===== config.mk =====
export PLATFORM = sky130hd
export DESIGN_NAME = fsw_watchdog
export DESIGN_NICKNAME = d
export VERILOG_FILES = /design/src/inc/fsw_pkg.sv /design/src/rtl/fsw_prescaler.sv /design/src/rtl/fsw_watchdog.sv
export SDC_FILE = /design/constraint.sdc
export NUM_CORES = 1
export LEC_CHECK = 0
export ABC_CLOCK_PERIOD_IN_PS = 3020
export BUFFER_PORTS_ARGS = -buffer_cell sky130_fd_sc_hd__buf_2
export CAP_MARGIN = 20
export CORE_MARGIN = 4
export CORE_UTILIZATION = 45
export DETAILED_ROUTE_END_ITERATION = 16
export MAX_ROUTING_LAYER = met4
export PLACE_DENSITY = 0.69
export SETUP_SLACK_MARGIN = 0.1
export SYNTH_ARGS = -nofsm -noshare
export SYNTH_HDL_FRONTEND = slang
export SYNTH_HIERARCHICAL = 1
export SYNTH_SLANG_ARGS = --single-unit

===== constraint.sdc =====
create_clock -name clk_sys_i -period 3.02 [get_ports clk_sys_i]
set_input_delay 0.453 -clock clk_sys_i [delete_from_list [all_inputs] [get_ports clk_sys_i]]
set_output_delay 0.453 -clock clk_sys_i [all_outputs]
set_load 0.01 [all_outputs]

===== src/inc/fsw_pkg.sv =====
/*
 * Constants and carrier types for the fail-safe watchdog.
 * Assumes a single 250 MHz system clock standing in for the CPU clock.
 */
// Summary of operation
// - After any reset the watchdog is enabled and counting with no software action.
// - The disable instruction works only before end-of-initialization, then not until reset.
// - On overflow the block raises an internal reset and drives the reset output pin low.
// - The counter is a 16-bit up-counter clocked by the CPU clock divided by 2 or 128.
// - A software-written reload value feeds the counter's upper eight bits.
// - Each service instruction outside an internal reset loads the reload value into the counter's upper byte.
// - With reset defaults the overflow comes after the full 16-bit count at divide-by-2.
// - Prescaler choice and reload value span intervals from about 25 us to 420 ms at 20 MHz.
// - End-of-initialization releases the reset output pin and closes the disable window.
package fsw_pkg;

    ////////////////////////////////////////////////////////////////////////
    localparam int CNT_W = 16;
    localparam int PRE_W = 7;
    localparam logic [PRE_W-1:0] PRE_DIV2_LAST = 7'h01;
    localparam logic [PRE_W-1:0] PRE_DIV128_LAST = 7'h7f;
    localparam logic [CNT_W-1:0] CNT_RESET = 16'h0000;
    localparam logic [7:0] RELOAD_RESET = 8'h00;
    localparam logic PRESEL_RESET = 1'b0;
    // Internal reset pulse length in cycles
    localparam int RST_PULSE_CYC = 8;
    localparam logic [3:0] RST_PULSE_LAST = 4'(RST_PULSE_CYC - 1);

    ////////////////////////////////////////////////////////////////////////
    // CPU instruction strobes, one-cycle pulses
    typedef struct packed {
        logic service_watchdog_instr;
        logic disable_watchdog_instr;
        logic end_of_init_instr;
    } fsw_instr_t;

    // Software-written configuration
    typedef struct packed {
        logic wr;
        logic presel_div128;
        logic [7:0] watchdog_reload_value;
    } fsw_cfg_t;

    typedef enum logic [2:0] {
        ST_INIT = 3'h1,
        ST_RUN = 3'h2,
        ST_RESET = 3'h4
    } fsw_state_t;

endpackage : fsw_pkg


===== src/rtl/fsw_prescaler.sv =====
/*
 * Prescaler for the watchdog: divide-by-2 or divide-by-128 tick.
 * Assumes the tick is consumed on the same clock.
 */
`timescale 1ns/1ps
module fsw_prescaler (
    // Clock and reset
    input wire logic clk_sys_i,
    input wire logic reset_n_i,
    // Control
    input wire logic clear_i,
    input wire logic div128_i,
    // Tick
    output logic tick_o
);

    logic [fsw_pkg::PRE_W-1:0] pre_r;
    wire [fsw_pkg::PRE_W-1:0] last_w = div128_i ? fsw_pkg::PRE_DIV128_LAST
                                                : fsw_pkg::PRE_DIV2_LAST;
    wire wrap_w = (pre_r >= last_w);

    ////////////////////////////////////////////////////////////////////////
    always_ff @(posedge clk_sys_i or negedge reset_n_i) begin
        if (!reset_n_i) begin
            pre_r <= '0;
        end else if (clear_i || wrap_w) begin
            pre_r <= '0;
        end else begin
            pre_r <= pre_r + 7'h01;
        end
    end

    assign tick_o = wrap_w && !clear_i;

endmodule : fsw_prescaler


===== src/rtl/fsw_watchdog.sv =====
/*
 * Fail-safe watchdog: 16-bit counter, service reload, disable window,
 * internal reset and reset output pin.
 * Assumes instruction strobes and configuration come from the CPU on
 * clk_sys_i as one-cycle pulses; no synchronisation is applied to them.
 */
`timescale 1ns/1ps
module fsw_watchdog (
    // Clock and reset
    input wire logic clk_sys_i,
    input wire logic reset_n_i,
    // CPU side
    input wire fsw_pkg::fsw_instr_t instr_i,
    input wire fsw_pkg::fsw_cfg_t cfg_i,
    // Status and reset outputs
    output logic [15:0] count_o,
    output logic enabled_o,
    output logic init_done_o,
    output logic int_reset_o,
    output logic reset_output_pin_n_o
);

    ////////////////////////////////////////////////////////////////////////
    fsw_pkg::fsw_state_t state_r;
    fsw_pkg::fsw_state_t state_nxt;
    logic [15:0] cnt_r;
    logic [15:0] cnt_nxt;
    logic en_r;
    logic eoi_r;
    logic div128_r;
    logic [7:0] reload_r;
    logic [3:0] pulse_r;
    logic rst_pin_r;
    logic irst_r;
    logic tick_w;
    logic [24:0] gap_r;
    logic cfg_moved_r;

    wire in_reset_w = (state_r == fsw_pkg::ST_RESET);
    wire service_w = instr_i.service_watchdog_instr && !in_reset_w;
    wire disable_w = instr_i.disable_watchdog_instr && !eoi_r && !in_reset_w;
    wire eoi_w = instr_i.end_of_init_instr && !in_reset_w;
    wire overflow_w = en_r && tick_w && (cnt_r == 16'hffff);
    wire pulse_done_w = (pulse_r == fsw_pkg::RST_PULSE_LAST);

    fsw_prescaler u_pre (
        .clk_sys_i(clk_sys_i),
        .reset_n_i(reset_n_i),
        .clear_i(service_w || in_reset_w),
        .div128_i(div128_r),
        .tick_o(tick_w)
    );

    // Service takes priority over a tick so the interval restarts cleanly
    always_comb begin
        cnt_nxt = cnt_r;
        if (in_reset_w) begin
            cnt_nxt = fsw_pkg::CNT_RESET;
        end else if (service_w) begin
            cnt_nxt = {reload_r, 8'h00};
        end else if (en_r && tick_w) begin
            cnt_nxt = cnt_r + 16'h0001;
        end
    end

    always_comb begin
        state_nxt = state_r;
        case (state_r)
            fsw_pkg::ST_INIT: begin
                if (overflow_w) state_nxt = fsw_pkg::ST_RESET;
                else if (eoi_w) state_nxt = fsw_pkg::ST_RUN;
            end
            fsw_pkg::ST_RUN: begin
                if (overflow_w) state_nxt = fsw_pkg::ST_RESET;
            end
            fsw_pkg::ST_RESET: begin
                if (pulse_done_w) state_nxt = fsw_pkg::ST_INIT;
            end
            default: state_nxt = fsw_pkg::ST_INIT;
        endcase
    end

    ////////////////////////////////////////////////////////////////////////
    always_ff @(posedge clk_sys_i or negedge reset_n_i) begin
        if (!reset_n_i) begin
            state_r <= fsw_pkg::ST_INIT;
            cnt_r <= fsw_pkg::CNT_RESET;
            pulse_r <= 4'h0;
        end else begin
            state_r <= state_nxt;
            cnt_r <= cnt_nxt;
            pulse_r <= in_reset_w ? pulse_r + 4'h1 : 4'h0;
        end
    end

    // Watchdog reset re-runs the whole start-up, like a chip reset
    always_ff @(posedge clk_sys_i or negedge reset_n_i) begin
        if (!reset_n_i) begin
            en_r <= 1'b1;
            eoi_r <= 1'b0;
        end else if (in_reset_w) begin
            en_r <= 1'b1;
            eoi_r <= 1'b0;
        end else begin
            if (disable_w) en_r <= 1'b0;
            if (eoi_w) eoi_r <= 1'b1;
        end
    end

    always_ff @(posedge clk_sys_i or negedge reset_n_i) begin
        if (!reset_n_i) begin
            div128_r <= fsw_pkg::PRESEL_RESET;
            reload_r <= fsw_pkg::RELOAD_RESET;
        end else if (in_reset_w) begin
            div128_r <= fsw_pkg::PRESEL_RESET;
            reload_r <= fsw_pkg::RELOAD_RESET;
        end else if (cfg_i.wr) begin
            div128_r <= cfg_i.presel_div128;
            reload_r <= cfg_i.watchdog_reload_value;
        end
    end

    // Pin stays low through start-up and any watchdog reset
    always_ff @(posedge clk_sys_i or negedge reset_n_i) begin
        if (!reset_n_i) begin
            rst_pin_r <= 1'b0;
            irst_r <= 1'b0;
        end else begin
            rst_pin_r <= (state_nxt == fsw_pkg::ST_RUN);
            irst_r <= (state_nxt == fsw_pkg::ST_RESET);
        end
    end

    assign count_o = cnt_r;
    assign enabled_o = en_r;
    assign init_done_o = eoi_r;
    assign int_reset_o = irst_r;
    assign reset_output_pin_n_o = rst_pin_r;

    ////////////////////////////////////////////////////////////////////////
    // Assertion helpers: clocks since the interval started, and whether the
    // configuration moved since then, which voids the interval length check
    wire [8:0] steps_w = 9'h100 - {1'b0, reload_r};
    wire [7:0] ratio_w = div128_r ? ({1'b0, fsw_pkg::PRE_DIV128_LAST} + 8'h01)
                                  : ({1'b0, fsw_pkg::PRE_DIV2_LAST} + 8'h01);
    wire [24:0] span_w = 25'({steps_w, 8'h00}) * 25'(ratio_w);

    always_ff @(posedge clk_sys_i or negedge reset_n_i) begin
        if (!reset_n_i) begin
            gap_r <= 25'h0000000;
            cfg_moved_r <= 1'b0;
        end else if (in_reset_w) begin
            gap_r <= 25'h0000000;
            cfg_moved_r <= 1'b0;
        end else begin
            gap_r <= service_w ? 25'h0000000 : gap_r + 25'h0000001;
            if (cfg_i.wr) begin
                cfg_moved_r <= 1'b1;
            end else if (service_w) begin
                cfg_moved_r <= 1'b0;
            end
        end
    end
endmodule : fsw_watchdog


---- After elaboration in Yosys (flattened, before gate mapping) ----
Index checks and enable logic that the tools add are counted.
word-level totals
  register bits ........................... 43
  bits in latches ......................... 0
  bits in writable memories ............... 0
  bits in read-only memories .............. 0
  input bits .............................. 15
  output and inout port bits .............. 20
  memories ................................ 0
operators by class
  $add $sub $neg .......................... 3
  $mul .................................... 0
  divide/modulo/power cells ............... 0
  order comparisons ....................... 1
  equality and inequality tests ........... 7
  shifts and indexed selects .............. 0
  multiplexer cells ....................... 19
  bitwise operators ....................... 0
  reduce and logical (&&, ||, !) cells .... 16
operators with widths
  operator                                        count
  two-way mux 16 bit                              3
  adder 16 x 1 -> 16 bit (second input constant)  1
  == test 16 bit (second input constant)          1
  two-way mux 8 bit                               2
  two-way mux 7 bit                               2
  two-way mux 3 bit                               4
  one-hot mux 3 bit (3 select lines)              1
  adder 7 x 1 -> 7 bit (second input constant)    1
  >= comparator 7 bit                             1
  logical AND 1 bit                               7
  == test 3 x 2 -> 1 bit (second input constant)  2
  == test 3 bit (second input constant)           2
  two-way mux 1 bit                               6
  nonzero test 2 bit                              3
  adder 4 x 1 -> 4 bit (second input constant)    1
  == test 4 x 3 -> 1 bit (second input constant)  1
  two-way mux 4 bit                               1
  == test 3 x 1 -> 1 bit (second input constant)  1
  logical NOT 1 bit                               3
  nonzero test 3 bit                              1
  logical OR 1 bit                                2

---- Depth between registers and ports, before layout ----
Gate-level depths: netlist (run 1).
  word-level depth ........................ 11
  depth in mapped cells ................... 11

---- Cells and area by module ----
The synthesis (run 1) kept the hierarchy.
by module, submodules not included
  module         instances  cells an instance  area an instance (sq um)
  fsw_watchdog   1          164                1,695.4
  fsw_prescaler  1          44                 449.2

---- Least setup slack after synthesis (run 1) ----
Ideal clock, no wire load.
  path kind ............................... flip-flop to flip-flop
  start point ............................. register div128_r
  end point ............................... register cnt_r[15], in the netlist count_o[15]
  arrival time ............................ 2,340 ps
  data required time ...................... 2,888 ps
  setup slack ............................. 548 ps
  cell stages (with the launch flop) ...... 11
  buffers on the path ..................... 0
  period minus slack after synthesis ...... 2,472 ps
  cell sequence ........................... dfrtp_1 > inv_1 > ha_1 > a211oi_1 > nor4_4 > o21a_1 > nand4_1 > nor3_4 > or3b_1 > xor2_1 > a21oi_2
on the way
  word-level cells in the longest chain between the ends .. 5
RTL lines
  what                          line                 source
  start, declared               fsw_watchdog.sv:30   logic div128_r;
  start signal, assigned        fsw_watchdog.sv:112  div128_r <= fsw_pkg::PRESEL_RESET;
  start signal, assigned        fsw_watchdog.sv:115  div128_r <= fsw_pkg::PRESEL_RESET;
  start signal, assigned        fsw_watchdog.sv:118  div128_r <= cfg_i.presel_div128;
  two-way mux 7 bit             fsw_prescaler.sv:18  wire [fsw_pkg::PRE_W-1:0] last_w = div128_i ? fsw_pkg::PRE_DIV128_LAST
  >= comparator 7 bit           fsw_prescaler.sv:20  wire wrap_w = (pre_r >= last_w);
  logical AND 1 bit             fsw_prescaler.sv:33  assign tick_o = wrap_w && !clear_i;
  via tick_w                    fsw_watchdog.sv:35   logic tick_w;
  logical AND 1 bit             fsw_watchdog.sv:61   end else if (en_r && tick_w) begin
  nonzero test 3 bit (no line)  n/a
  end signal, assigned          fsw_watchdog.sv:87   cnt_r <= fsw_pkg::CNT_RESET;
  end signal, assigned          fsw_watchdog.sv:91   cnt_r <= cnt_nxt;
  end, declared                 fsw_watchdog.sv:26   logic [15:0] cnt_r;
The timed path passes the listed nets, and every way through them passes these cells.
A chain may end at the register's enable or synchronous reset.

---- Final worst setup path (run 1) ----
Ends and elaborated chain as after synthesis.

==> results of run 1 <==
==> cell type report <==
cell class	instances	share of cell area [%]
clock inverters	1	0.202
inverters	6	0.910
flip-flops and latches	43	43.6
multi-input cells	153	41.2
clock buffers	7	3.08
repair buffers	39	8.39
well taps	52	2.63
==> registers in the layout (all words and copies together), names as in the netlist <==
signal and flops:
pulse_r 4, state_r 3, reset_output_pin_n_o 1, enabled_o 1, int_reset_o 1, init_done_o 1
u_pre/pre_r 7, count_o 16, div128_r 1, reload_r 8
==> critical path, delay by kind of cell (launching register included) <==
kind / cells / cell delay (ns)
buffers and inverters: 1 / 0.11
XOR/XNOR: 1 / 0.18
AO/OA/AOI/OAI: 2 / 0.26
AND/OR/NAND/NOR: 5 / 1.25
flip-flops: 1 / 0.35
adder cells (fa/ha/maj): 1 / 0.32
==> power breakdown <==
group	internal (uW)	switching [uW]	leakage (uW)	total [uW]
registers	630	49.4	0.000541	679
clock network	162	186	0.0000422	349
logic	79.1	96.2	0.000594	175
==> placed cells by master (no fill, tap or decap), types with 2 or more instances in the layout <==
master,instances
a211oi_1,3
a21oi_1,10
and2_1,2
and3_1,2
buf_2,34
buf_4,5
clkbuf_1,2
clkbuf_8,5
dfrtp_1,41
dfstp_2,2
ha_1,9
inv_1,6
mux2i_1,11
nand2_1,11
nand2b_1,2
nand3_1,6
nand4_1,6
nor2_1,31
nor3_1,6
nor3b_1,2
o21a_1,2
o21ai_0,12
or3_1,2
xnor2_1,10
xor2_1,10
==> worst min path at each step <==
stage / start / cells past startpoint / slack, ns / end
2_1_floorplan: reset_n_i / 0 / 0.16 / count_o[0]
3_3_place_gp: pulse_r[0] / 1 / 0.45 / pulse_r[0]
3_5_place_dp: pulse_r[0] / 1 / 0.46 / pulse_r[0]
4_1_cts: reset_n_i / 1 / 0.32 / count_o[3]
5_1_grt: reset_n_i / 1 / 0.37 / count_o[3]
6_report: reset_n_i / 1 / 0.29 / count_o[3]
==> metal layers <==
| layer | vias up | track usage (%) | share of wire, % |
|---|---|---|---|
| met4 | 0 | 8.36 | 3.0 |
| met3 | 7 | 3.51 | 4.2 |
| li1 | 803 | - | - |
| met5 | - | - | 0 |
| met1 | 753 | 19.8 | 46 |
| met2 | 31 | 25.2 | 47 |
==> stage by stage <==
| step | total power [uW] | hold slack (ns) |
|---|---|---|
| after floorplan | 798 | 0.157 |
| after global placement | 860 | 0.451 |
| after detailed placement | 865 | 0.455 |
| after CTS | 1220 | 0.324 |
| after global routing | 1280 | 0.368 |
| final | 1200 | 0.291 |
==> logic make-up after synthesis <==
logic type,Yosys count
buffers and inverters,12
adders and majority gates,9
muxes,11
xor gates and xnor gates,20
AOI/OAI and AO/OA,34
and+or+nand+nor,79
DFF,43
==> results.md, run 1 <==
* Largest net degree at the start of global routing at 44
* Worst Tran Pin Value at 0.948 ns
* Remaining antenna violation count at 0
* Crit path capture type: flip-flop
* Rows at 24
* Worst R2R Path Depth at 10
* Avg Cell Area, Syn at about 10 um^2
* Mapped Cells at approximately 210
* CP arrival at 2.75 ns
* Largest family of logic cells by synthesized area: simple AND/OR/NAND/NOR gates
* Hold_buf cts at 0
* End of the critical path: count_o[15]
* Slew Viols, Final at 0
* Area Growth Syn to Fin at 15.4%
* Max-cap violation count at 0
* Leakage at roughly 0.0012 uW
* Adder-Cell Fraction of Synth Area at around 5.3%
* Synth Warn # at 6
* Post-synth EDFFs at 0
* Gr usage total at ~16%
* Hold Fails Final Rpt at 0
* Setup bufs post-CTS at 0
* I/O Pins at 35
* Port-buffer cells at 34
* DR iter-0 viols at about 80
* Effective utilization at floorplan at 47.9%
* Yosys cell types at 39
* Area of the die at about 5900 um^2
* Dpl cells at about 290
* Pwr Density at approximately 490 nW/um^2
* VDD IR max at 0.349 mV
* R2r endpoint: count_o[15]
* Initial antenna violation count at 0
* Drt total wl at between 4 and 5 mm
* PnR worst setup slack at between 0.4 and 0.5 ns
* Final instance area at 2470 um^2
* Share of cells above drive strength 1 at between 20% and 30%
* XOR/XNOR Fraction of Synth Area at 8.17%
* Compound-Gate Fraction of Synth Area at 9.39%
* Final clock skew at a little over 0.008 ns
* TritonRoute pass-1 iters at 4
* Ys flop type: dfrtp_1
* DP Area at about 2400 um^2
* FF+latch area at around 1100 um^2
* Fillers at 398
* Slowest stage cell, crit path: or3b_1
* Synth top area cells: dfrtp_1 (48%), nor2_1 (5.4%), ha_1 (5.3%)
* Hold WC Path Type: in2async
* Fmax at 0.388 GHz
* RSZ-0062 raised after global routing: false
* Critical path class: reg2reg
* Global route overflow at 0
* Ys async rst share at 100%
* Synth cell count leaders: dfrtp_1 (41), nor2_1 (31), o21ai_0 (12)
* Number of global-route vias before repair at between 1500 and 2000
* Nets at between 200 and 300
* Top cell type by total area after synthesis: dfrtp_1
* Sequence of cells on the critical path: inv_1 > ha_1 > nand2_1 > nor4_4 > o21a_1 > nand4_1 > nor3_4 > or3b_1 > xor2_1 > a21oi_2
* Clk slew on worst S/H paths at roughly 0.08 ns
* Max-slew headroom at between 30 and 40%
* Post-Syn Area at about 2100 um^2
* DP HPWL at roughly 3 mm
* Die span in y at approximately 77 um
* Syn_nets at ~230
* H-tree depth at 2
* CTS max path bufs at 2
* Yosys top cell area share at between 40% and 50%
* Most instantiated library cell after synthesis: dfrtp_1
* Synth Register Bits at 43
* Post-Synth Simple-Gate Area at approximately 20%
* Placer Congestion at between 0.7 and 0.8
* Final core occ at 55.3%
* Die Wd at between 70 and 80 um
* Final setup vio count at 0
* Tmin final at 2.57 ns
* Multi-input gate area at approximately 1000 um^2
* Final Cycle Share at around 85%
* Critical Path RT at 3.20 ns
* DR vias/cell at 5.30
* Per-cell routed wire length at roughly 14 um
* Status: complete, no violations
* Clock Sinks at 43
* Crit start category: flip-flop
* Max FO, Critical Path at 6
* Post-Route Setup TNS at 0 ns
* Core footprint at 4470 um^2
* Mux share of post-synthesis cell area at under 10%
* Flop2flop setup slack at 0.45 ns
* CTS Buf Count at 5
* First-pass GRT wire length at between 7 and 8 mm
* Worst setup path start: div128_r
* CTS tree: yes
* Seq/Total Area, Yosys at about half
* Via count at between 1500 and 2000
* Worst r2r src: div128_r
* Dpl ws at between 0.3 and 0.4 ns
* Post-CTS sizing at 0
* Root Driver: clkbuf_8
* Non-filler instance count after layout at 301
* Clk Latency, worst-skew pair at 0.29 ns
* ANT cells at 0
* Drt drc at 0
* CP peak stage delay at ~0.39 ns
(Power assumes the default switching activity.)
==> run 2, diff against run 1 <==
--- a/config.mk
+++ b/config.mk
@@ -10,6 +10,7 @@
 export CAP_MARGIN = 20
 export CORE_MARGIN = 4
 export CORE_UTILIZATION = 45
+export CTS_BUF_LIST = sky130_fd_sc_hd__clkbuf_2
 export DETAILED_ROUTE_END_ITERATION = 16
 export MAX_ROUTING_LAYER = met4
 export PLACE_DENSITY = 0.69
==> run 2 against run 1 <==
Design area down 2.3%. Setup slack worse by 0.14 ns. Flip-flop and latch count unchanged. First-iteration DRC count down 15%. Critical path depth unchanged. Global-route usage down 0.41 points. Largest power group unchanged. Sequential power about the same. Core utilization down 1.3 points. Critical path type unchanged. Largest cell class unchanged.
==> results.md, run 2 (synthesis gave the netlist of run 1 again) <==
* Status: complete, no violations
* Wire length on met1 at slightly below 2 mm
* Share of cells above drive strength 1 at a little under a quarter
* Area of the die at between 5000 and 6000 um^2
* Critical path class: reg2reg
* Area Growth Syn to Fin at 12.8%
* End of the critical path: count_o[15]
* Slew Viols, Final at 0
* Uppermost routed layer: met4
* Leakage at between 0.001 and 0.0015 uW
* Post-CTS sizing at 0
* Most common cell after layout, fill and taps aside: dfrtp_1
* Port-buffer cells at 34
* Worst Tran Pin Value at 0.941 ns
* Post-Route Setup TNS at 0 ns
* Root Driver: clkbuf_2
* First-pass GRT wire length at ~7.3 mm
* Worst R2R Path Depth at 10
* Flop2flop setup slack at just over 0.3 ns
* Remaining antenna violation count at 0
* Initial antenna violation count at 0
* Largest net degree at the start of global routing at 44
* Per-cell routed wire length at ~14 um
* Rows at 24
* TritonRoute pass-1 iters at 4
* Final core occ at around 54%
* Core footprint at 4470 um^2
* Max reg flops at 16
* Placer Congestion at about 0.77
* I/O Pins at 35
* Final Cycle Share at between 80% and 90%
* Max-cap violation count at 0
* Drt drc at 0
* DR iter-0 viols at 66
* CTS max path bufs at 2
* Most frequent cells in the layout: dfrtp_1 (41), buf_2 (34), nor2_1 (31), o21ai_0 (12)
* DR vias/cell at ~5.3
* Via count at approximately 1600
* Fillers at between 400 and 500
* ANT cells at 0
* Worst setup path start: div128_r
* Max FO, Critical Path at 8
* Nets at 270
* Crit path capture type: flip-flop
* Critical Path RT at ~3.4 ns
* Hold_buf cts at 0
* Tmin final at 2.72 ns
* Crit start category: flip-flop
* CTS tree: yes
* Worst r2r src: div128_r
* Hold WC Path Type: in2async
* Number of global-route vias before repair at 1600
* Pwr Density at about 450 nW/um^2
* Clock Sinks at 43
* H-tree depth at 2
* Fmax at between 0.3 and 0.4 GHz
* Final clock skew at ~0.018 ns
* WL met2 at between 1.5 and 2 mm
* RSZ-0062 raised after global routing: false
* Max-slew headroom at 37.0%
* Clk slew on worst S/H paths at 0.21 ns
* VDD IR max at ~0.27 mV
* Global route overflow at 0
* Drt total wl at roughly 4.2 mm
* DP HPWL at 3.00 mm
* R2r endpoint: count_o[15]
* Gr usage total at 15.8%
* Met3 Wirelength at 143 um
* Effective utilization at floorplan at between 40% and 50%
* Die span in y at 77.0 um
* Final setup vio count at 0
* Setup bufs post-CTS at 0
* Clk Latency, worst-skew pair at ~0.4 ns
* CP arrival at 3.07 ns
* CTS Buf Count at 5
* Die Wd at between 70 and 80 um
* Hold Fails Final Rpt at 0
## run 2: cell count changes in the layout (fill, tap and decap cells not counted)
| cell | before | now |
|---|---|---|
| clkbuf_8 | 5 | 0 |
| buf_4 | 5 | 3 |
| clkbuf_1 | 2 | 0 |
| clkbuf_2 | 0 | 7 |
## run 2: layout make-up
type,count,area [um^2],share of cell area [%]
Sequential cell,43,1080,44.6
Multi-Input combinational cell,153,1020,42.2
Timing Repair Buffer,37,193,7.97
Tap cell,52,65.1,2.69
Clock buffer,7,35.0,1.45
Inverter,6,22.5,0.931
Clock inverter,1,5.00,0.207
## run 2: metal layers
metal	up-vias	track usage, %
met4	0	6.41
met2	27	25.3
met1	758	19.8
met5	-	-
li1	799	-
met3	7	2.81
## run 2: critical path, cell delays in order, from the launching register on
cell and delay (ns):
dfrtp_1 0.39, inv_1 0.11, ha_1 0.30, a211oi_1 0.09, nor4_4 0.50, o21a_1 0.21, nand4_1 0.15, nor3_4 0.24
or3b_1 0.39, xor2_1 0.16, a21oi_2 0.13
## run 2: power breakdown
group	internal [uW]	total [uW]	leakage, uW	switching, uW
clock network	63.2	244	0.0000330	181
logic	78.6	174	0.000583	94.9
registers	630	680	0.000541	49.3
total	772	1100	0.00116	325
## run 2: worst min-delay path by stage
stage | start | to | slack, ns | cells after the start
finish | reset_n_i | count_o[3] | 0.15 | 1
global route | reset_n_i | count_o[3] | 0.19 | 1
CTS | reset_n_i | count_o[3] | 0.16 | 1
detailed placement | pulse_r[0] | pulse_r[0] | 0.46 | 1
global placement | pulse_r[0] | pulse_r[0] | 0.45 | 1
floorplan | reset_n_i | count_o[0] | 0.16 | 0
## run 2: per-stage QoR
step,hold WS (ns),setup WS [ns],power [uW],std cells,cell area [um^2]
detailed placement,0.455,0.320,865,291,2380
floorplan,0.157,0.548,798,208,2140
CTS,0.158,0.270,1110,299,2420
finish,0.151,0.304,1100,299,2420
global route,0.193,0.108,1170,299,2420
global placement,0.451,0.375,860,291,2380
